### src/verilog/tmrb_pkg.sv
// Package: constants and types of the compare-B timer slice
// Contract
// [RQ1] 8-bit constant B per channel, pair as word
// [RQ2] Equal to counter sets match B flag
// [RQ3] No comparison during constant B write cycle
// [RQ4] Match B plus output select drives pin
// [RQ5] Constant B resets to all ones
// [RQ6] Control picks clock, clear event, interrupts
// [RQ7] Bit 7 gates match B interrupt request
// [RQ8] Bit 6 gates match A interrupt request
// [RQ9] Bit 5 gates overflow interrupt request
// [RQ10] Request held while flag and enable set
package tmrb_pkg;

  typedef logic [7:0] tmrb_byte_t;

  // Word register indices on the plain register port
  localparam logic [1:0] ADDR_TCB = 2'h0;
  localparam logic [1:0] ADDR_CTL = 2'h1;
  localparam logic [1:0] ADDR_CSR = 2'h2;

  // Reset values
  localparam tmrb_byte_t TCB_RESET = 8'hFF;
  localparam tmrb_byte_t CTL_RESET = 8'h00;
  localparam tmrb_byte_t CSR_RESET = 8'h00;
  localparam logic       PIN_RESET = 1'b0;

  // Timer control fields
  localparam int CTL_IE_B      = 7;
  localparam int CTL_IE_A      = 6;
  localparam int CTL_IE_OV     = 5;
  localparam int CTL_CLR_LSB   = 3;
  localparam int CTL_CLR_WIDTH = 2;
  localparam int CTL_CKS_LSB   = 0;
  localparam int CTL_CKS_WIDTH = 3;

  // Control/status fields
  localparam int CSR_FLAG_B  = 7;
  localparam int CSR_FLAG_A  = 6;
  localparam int CSR_FLAG_OV = 5;
  localparam int CSR_OS_LSB  = 0;

  // Output select codes
  localparam logic [1:0] OS_KEEP   = 2'h0;
  localparam logic [1:0] OS_LOW    = 2'h1;
  localparam logic [1:0] OS_HIGH   = 2'h2;
  localparam logic [1:0] OS_TOGGLE = 2'h3;

endpackage : tmrb_pkg

### src/verilog/tmrb_match_if.sv
// Interface: compare-match B and output select between compare and pin logic
`timescale 1ns/100ps
interface tmrb_match_if;
  logic       matchB;
  logic [1:0] outputSelect;
  modport producer (output matchB);
  modport consumer (input matchB, input outputSelect);
endinterface : tmrb_match_if

### src/verilog/tmrb_compare.sv
// Module: continual compare of constant B against the counter value
`timescale 1ns/100ps
module tmrb_compare (
  input  wire logic        clk,
  input  wire logic        resetn,
  input  wire logic [7:0]  counterValue,
  input  wire logic [7:0]  timeConstB,
  input  wire logic        suppress,
  tmrb_match_if.producer   cmp
);

  logic matchB_q;
  logic matchB_d;

  always_comb begin
    matchB_d = (counterValue == timeConstB) && !suppress; // [RQ2] [RQ3]
  end

  always_ff @(posedge clk) begin
    if (!resetn) begin
      matchB_q <= 1'b0;
    end else begin
      matchB_q <= matchB_d;
    end
  end

  assign cmp.matchB = matchB_q;
endmodule : tmrb_compare

### src/verilog/tmrb_out_ctl.sv
// Module: timer output pin driven by match B and output select
`timescale 1ns/100ps
module tmrb_out_ctl (
  input  wire logic        clk,
  input  wire logic        resetn,
  tmrb_match_if.consumer   mif,
  output logic             pinLevel
);

  logic pin_q;
  logic pin_d;

  always_comb begin
    pin_d = pin_q;
    if (mif.matchB) begin
      case (mif.outputSelect) // [RQ4]
        tmrb_pkg::OS_LOW:    pin_d = 1'b0;
        tmrb_pkg::OS_HIGH:   pin_d = 1'b1;
        tmrb_pkg::OS_TOGGLE: pin_d = !pin_q;
        default:             pin_d = pin_q;
      endcase
    end
  end

  always_ff @(posedge clk) begin
    if (!resetn) begin
      pin_q <= tmrb_pkg::PIN_RESET;
    end else begin
      pin_q <= pin_d;
    end
  end

  assign pinLevel = pin_q;
endmodule : tmrb_out_ctl

### src/verilog/tmrb_top.sv
// Module: two-channel constant B compare, control register and interrupt gating
//
// Local design decisions: strobed register access and the register addresses.
`timescale 1ns/100ps
module tmrb_top (
  input  wire logic             clk,
  input  wire logic             resetn,
  input  wire logic [1:0]       regAddr,
  input  wire logic [1:0]       regByteEn,
  input  wire logic [15:0]      regWrData,
  input  wire logic             regWrite,
  input  wire logic             regRead,
  output logic      [15:0]      regRdData,
  input  wire logic [15:0]      timerCounterValue,
  input  wire logic [1:0]       matchAEvent,
  input  wire logic [1:0]       overflowEvent,
  output logic      [1:0]       timerOutputPin,
  output logic      [1:0][2:0]  counterClockSelect,
  output logic      [1:0][1:0]  counterClearSelect,
  output logic      [1:0]       matchBIrq,
  output logic      [1:0]       matchAIrq,
  output logic      [1:0]       overflowIrq
);

  // Lane 1 (high byte) is the even channel, lane 0 the odd one,
  // so a word access reaches both halves of the pair at once.

  logic [1:0][7:0] tcb_q;
  logic [1:0][7:0] tcb_d;
  logic [1:0][7:0] ctl_q;
  logic [1:0][7:0] ctl_d;
  logic [1:0][7:0] csr_q;
  logic [1:0][7:0] csr_d;
  logic [15:0]     rdData_q;
  logic [15:0]     rdData_d;
  logic [1:0]      irqB_q;
  logic [1:0]      irqB_d;
  logic [1:0]      irqA_q;
  logic [1:0]      irqA_d;
  logic [1:0]      irqOv_q;
  logic [1:0]      irqOv_d;
  wire logic [1:0] matchB;
  wire logic [1:0] tcbWrite;
  wire logic [1:0] pinLevel;
  logic            tcbWritten_q;
  logic            tcbWritten_d;

  function automatic logic laneWrite(
    input logic       wr,
    input logic [1:0] addr,
    input logic [1:0] be,
    input logic [1:0] target,
    input int         lane
  );
    return wr && (addr == target) && be[lane];
  endfunction : laneWrite

  // Per-lane compare and pin logic
  for (genvar l = 0; l < 2; l++) begin : g_lane
    tmrb_match_if mif ();

    assign tcbWrite[l] = laneWrite(regWrite, regAddr, regByteEn, tmrb_pkg::ADDR_TCB, l);
    assign mif.outputSelect = csr_q[l][tmrb_pkg::CSR_OS_LSB +: 2];
    assign matchB[l] = mif.matchB;

    tmrb_compare u_compare (
      .clk          (clk),
      .resetn       (resetn),
      .counterValue (timerCounterValue[8*l +: 8]),
      .timeConstB   (tcb_q[l]),
      .suppress     (tcbWrite[l]),
      .cmp          (mif)
    );

    tmrb_out_ctl u_out (
      .clk      (clk),
      .resetn   (resetn),
      .mif      (mif),
      .pinLevel (pinLevel[l])
    );
  end

  always_comb begin
    tcb_d        = tcb_q;
    ctl_d        = ctl_q;
    csr_d        = csr_q;
    irqB_d       = 2'h0;
    irqA_d       = 2'h0;
    irqOv_d      = 2'h0;
    rdData_d     = 16'h0000;
    tcbWritten_d = tcbWritten_q || (|tcbWrite);
    for (int l = 0; l < 2; l++) begin
      if (tcbWrite[l]) begin
        tcb_d[l] = regWrData[8*l +: 8]; // [RQ1]
      end
      if (laneWrite(regWrite, regAddr, regByteEn, tmrb_pkg::ADDR_CTL, l)) begin
        ctl_d[l] = regWrData[8*l +: 8]; // [RQ6]
      end
      if (laneWrite(regWrite, regAddr, regByteEn, tmrb_pkg::ADDR_CSR, l)) begin
        // Flags are only cleared by writing 0; a written 1 is ignored
        csr_d[l][tmrb_pkg::CSR_FLAG_B] =
          csr_q[l][tmrb_pkg::CSR_FLAG_B] & regWrData[8*l + tmrb_pkg::CSR_FLAG_B];
        csr_d[l][tmrb_pkg::CSR_FLAG_A] =
          csr_q[l][tmrb_pkg::CSR_FLAG_A] & regWrData[8*l + tmrb_pkg::CSR_FLAG_A];
        csr_d[l][tmrb_pkg::CSR_FLAG_OV] =
          csr_q[l][tmrb_pkg::CSR_FLAG_OV] & regWrData[8*l + tmrb_pkg::CSR_FLAG_OV];
        csr_d[l][tmrb_pkg::CSR_OS_LSB +: 2] = regWrData[8*l + tmrb_pkg::CSR_OS_LSB +: 2];
      end
      // Setting wins over a clearing write in the same cycle
      if (matchB[l]) begin
        csr_d[l][tmrb_pkg::CSR_FLAG_B] = 1'b1; // [RQ2]
      end
      if (matchAEvent[l]) begin
        csr_d[l][tmrb_pkg::CSR_FLAG_A] = 1'b1;
      end
      if (overflowEvent[l]) begin
        csr_d[l][tmrb_pkg::CSR_FLAG_OV] = 1'b1;
      end
      // Requests follow flag and enable as levels
      irqB_d[l]  = csr_d[l][tmrb_pkg::CSR_FLAG_B] & ctl_d[l][tmrb_pkg::CTL_IE_B]; // [RQ7] [RQ10]
      irqA_d[l]  = csr_d[l][tmrb_pkg::CSR_FLAG_A] & ctl_d[l][tmrb_pkg::CTL_IE_A]; // [RQ8] [RQ10]
      irqOv_d[l] = csr_d[l][tmrb_pkg::CSR_FLAG_OV] & ctl_d[l][tmrb_pkg::CTL_IE_OV]; // [RQ9] [RQ10]
    end
    if (regRead) begin
      case (regAddr)
        tmrb_pkg::ADDR_TCB: rdData_d = tcb_q; // [RQ1]
        tmrb_pkg::ADDR_CTL: rdData_d = ctl_q;
        tmrb_pkg::ADDR_CSR: rdData_d = csr_q;
        default:            rdData_d = 16'h0000;
      endcase
    end
  end

  always_ff @(posedge clk) begin
    if (!resetn) begin
      tcb_q        <= {2{tmrb_pkg::TCB_RESET}}; // [RQ5]
      ctl_q        <= {2{tmrb_pkg::CTL_RESET}};
      csr_q        <= {2{tmrb_pkg::CSR_RESET}};
      rdData_q     <= 16'h0000;
      irqB_q       <= 2'h0;
      irqA_q       <= 2'h0;
      irqOv_q      <= 2'h0;
      tcbWritten_q <= 1'b0;
    end else begin
      tcb_q        <= tcb_d;
      ctl_q        <= ctl_d;
      csr_q        <= csr_d;
      rdData_q     <= rdData_d;
      irqB_q       <= irqB_d;
      irqA_q       <= irqA_d;
      irqOv_q      <= irqOv_d;
      tcbWritten_q <= tcbWritten_d;
    end
  end

  assign regRdData      = rdData_q;
  assign timerOutputPin = pinLevel;
  assign matchBIrq      = irqB_q;
  assign matchAIrq      = irqA_q;
  assign overflowIrq    = irqOv_q;

  for (genvar l = 0; l < 2; l++) begin : g_sel
    assign counterClockSelect[l] =
      ctl_q[l][tmrb_pkg::CTL_CKS_LSB +: tmrb_pkg::CTL_CKS_WIDTH]; // [RQ6]
    assign counterClearSelect[l] =
      ctl_q[l][tmrb_pkg::CTL_CLR_LSB +: tmrb_pkg::CTL_CLR_WIDTH]; // [RQ6]
  end
endmodule : tmrb_top

### config.mk
export PLATFORM = sky130hd
export DESIGN_NAME = tmrb_top
export DESIGN_NICKNAME = d
export VERILOG_FILES = /design/src/verilog/tmrb_pkg.sv /design/src/verilog/tmrb_match_if.sv /design/src/verilog/tmrb_compare.sv /design/src/verilog/tmrb_out_ctl.sv /design/src/verilog/tmrb_top.sv
export SDC_FILE = /design/constraint.sdc
export NUM_CORES = 1
export LEC_CHECK = 0
export ABC_AREA = 1
export BUFFER_PORTS_ARGS = -buffer_cell sky130_fd_sc_hd__buf_4
export CAP_MARGIN = 15
export CORE_MARGIN = 1.5
export CORE_UTILIZATION = 52
export CTS_CLUSTER_SIZE = 25
export DETAILED_ROUTE_END_ITERATION = 6
export PLACE_DENSITY = 0.86
export SLEW_MARGIN = 40
export SYNTH_ARGS = -nofsm -noshare
export SYNTH_HDL_FRONTEND = slang
export SYNTH_HIERARCHICAL = 1
export SYNTH_SLANG_ARGS = --single-unit
### constraint.sdc
create_clock -name clk -period 1.68 [get_ports clk]
set_input_delay 0.336 -clock clk [delete_from_list [all_inputs] [get_ports clk]]
set_output_delay 0.336 -clock clk [all_outputs]
set_load 0.02 [all_outputs]
==> impl_metrics.ini <==
[run_status]
status = complete, no violations

[cells_and_area]
final_common_cell = nand2_1
final_nets = 553
fin_cells = 586
multiInputGateArea_um2 = 1250
drive_above_1_share_pct = 21.6
design_area_um2 = 3760
fillers = 485
syn2layout_area_growth_pct = 25.3
diodes = 0
mostFrequentLayoutCells = nand2_1, buf_4, dfxtp_1, inv_1, nand3_1
seqCellArea_um2 = 1360

[setup_path]
worstPathMaxFanout = 3
path_class = reg -> out
required_ps = 1340
critPathLaunchType = register
cpLargestDelayFamily = flip-flops
crit_arrival_ps = 870
r2r_slack_ps = 780
critPathBufInv = 1
cp-end-kind = output pin
cp_cell_sequence = buf_4
cp_slowest_cell = dfxtp_1
slowest_delay_ps = 370

[logic_synthesis]
ys_seq_area_share_pct = 45.4
ys_ff_latch = 68
synth_area_um2 = 3000
synth_cells = 434
syn_nets = 478
yosysUniqueCellTypes = 19
yosysWarnings = 6
avgSynthCellArea_um2 = 6.92

[placement]
place.gp.congestion = 0.903
port_buffers = 77
dp_hpwl_um = 5240
placedCellCount = 570
place_ws_ps = 207
postPlaceCellArea_um2 = 3600

[sta]
maxSlewHeadroom_pct = 72.3
rsz0062_at_grt = false
hold_violations = 0
drv_slew = 0
min_period_ps = 1200
tightest_slew_ps = 415
max_freq_ghz = 0.830
fin_setup_tns_ps = 0
setup_slack_ps = 476
min_period_over_period_pct = 71.7
setup_viol = 0
finClkSkew_ps = 7.37

[worst_hold_path]
min_path_type = in -> reg

[routing]
viasPerCell = 5.02
routed_wirelength_um = 7210
drc_errors = 0
vias = 2941
wl_per_cell_um = 12.3
initialDrtViolationCount = 171
drtAntennaViolNets = 0
firstDrtPassIters = 5

[clocking]
ctsHoldBuffers = 0
cts_setup_buffers = 0
worstSkewPairLatency_ps = 340
clockBufferDepth = 2
h-tree-depth = 3
cts_root_buffer = clkbuf_8
cts_sinks = 68
numCtsBuffers = 9
clk_pin_slew_ps = 70
cts_resized = 0
cts_tree = built

[grt]
grt_pass1_vias = 2754
grt_pass1_wl_um = 11900
antenna_found_initial = 0
grt_usage_pct = 24.8
grt_overflow = 0
grt_max_degree = 28

[die]
die_y_um = 79.0
die_area_um2 = 6240
core_um2 = 5540
start_util_pct = 54.2
pin_count = 78
die_w_um = 79.0
row_count = 27

[pwr]
p_per_area_nw_per_um2 = 864
irDropWorstVdd_uv = 425
leakage_uw = 0.00201

[flow_run]
cap_violations = 0
-- metal layers --
metal | vias to the layer above | global-route usage (%) | part of all wire, %
met2 | 134 | 40.9 | 49
met3 | 16 | 4.37 | 6.9
met4 | 0 | 15.4 | 2.0
met5 | - | 0 | 0
met1 | 1314 | 29.8 | 42
li1 | 1477 | - | -
-- stage by stage --
stage	util [%]	hold slack [ps]	total power, uW
2_1_floorplan	-	437	1960
5_1_grt	67.9	202	3400
3_5_place_dp	65.0	461	2140
3_3_place_gp	65.0	453	2130
4_1_cts	67.9	197	3270
6_report	67.9	208	3250
-- final cells by class --
type | instances | share of cell area (%)
Multi-Input combinational cell | 275 | 33.3
Timing Repair Buffer | 84 | 16.8
Clock buffer | 14 | 4.06
Clock inverter | 2 | 0.266
Inverter | 71 | 7.08
Tap cell | 72 | 2.39
Sequential cell | 68 | 36.2
-- final timing paths --
kind,start,end,cells after the start
setup reg to reg,tcb_q[5]$_SDFFE_PN1P_,g_lane[0].u_compare/cmp.matchB$_SDFF_PN0_,6
hold reg to reg,counterClearSelect[1]$_SDFFE_PN0N_,counterClearSelect[1]$_SDFFE_PN0N_,2
hold / removal,regWrData[4],tcb_q[4]$_SDFFE_PN1P_,3
setup / recovery,counterClearSelect[0]$_SDFFE_PN0N_,counterClearSelect[0],1
-- cell families after synthesis --
| group | synth area share [%] |
|---|---|
| AO/OA/AOI/OAI | 9.84 |
| XOR/XNOR | 1.75 |
| buffers and inverters | 13.0 |
| flip-flops | 45.4 |
| AND/OR/NAND/NOR | 30.1 |
-- synthesized netlist by cell type (all sizes together) --
cell    count  area, um^2
nand2     146         548
inv        69         259
dfxtp      68        1360
nor2       34         153
nand3      31         165
a21oi      28         140
buf        18         115
o21ai      16        80.1
o211ai     10        75.1
xnor2       6        52.6
nand4       4        37.5
clkbuf      2        7.51
clkinv      2        7.51
-- registers in the layout, summed over array words and instances, names as in the netlist --
| signal | flops |
|---|---|
| g_lane.u_out/pinLevel | 2 |
| counterClearSelect | 4 |
| overflowIrq | 2 |
| ctl_q | 6 |
| counterClockSelect | 6 |
| csr_q | 10 |
| matchAIrq | 2 |
| regRdData | 16 |
| g_lane.u_compare/cmp.matchB | 2 |
| tcb_q | 16 |
| matchBIrq | 2 |
-- power by group --
group | switching, uW | total (uW) | internal, uW
Clock | 567 | 1140 | 574
Combinational | 233 | 413 | 181
Sequential | 33.5 | 1700 | 1660
Total | 833 | 3250 | 2420
-- tightest hold or removal path: stages --
cell and delay, ps:
buf_4 80, nand2_1 40, nand3_1 50
Note: power is estimated with default switching activity, not from simulation.
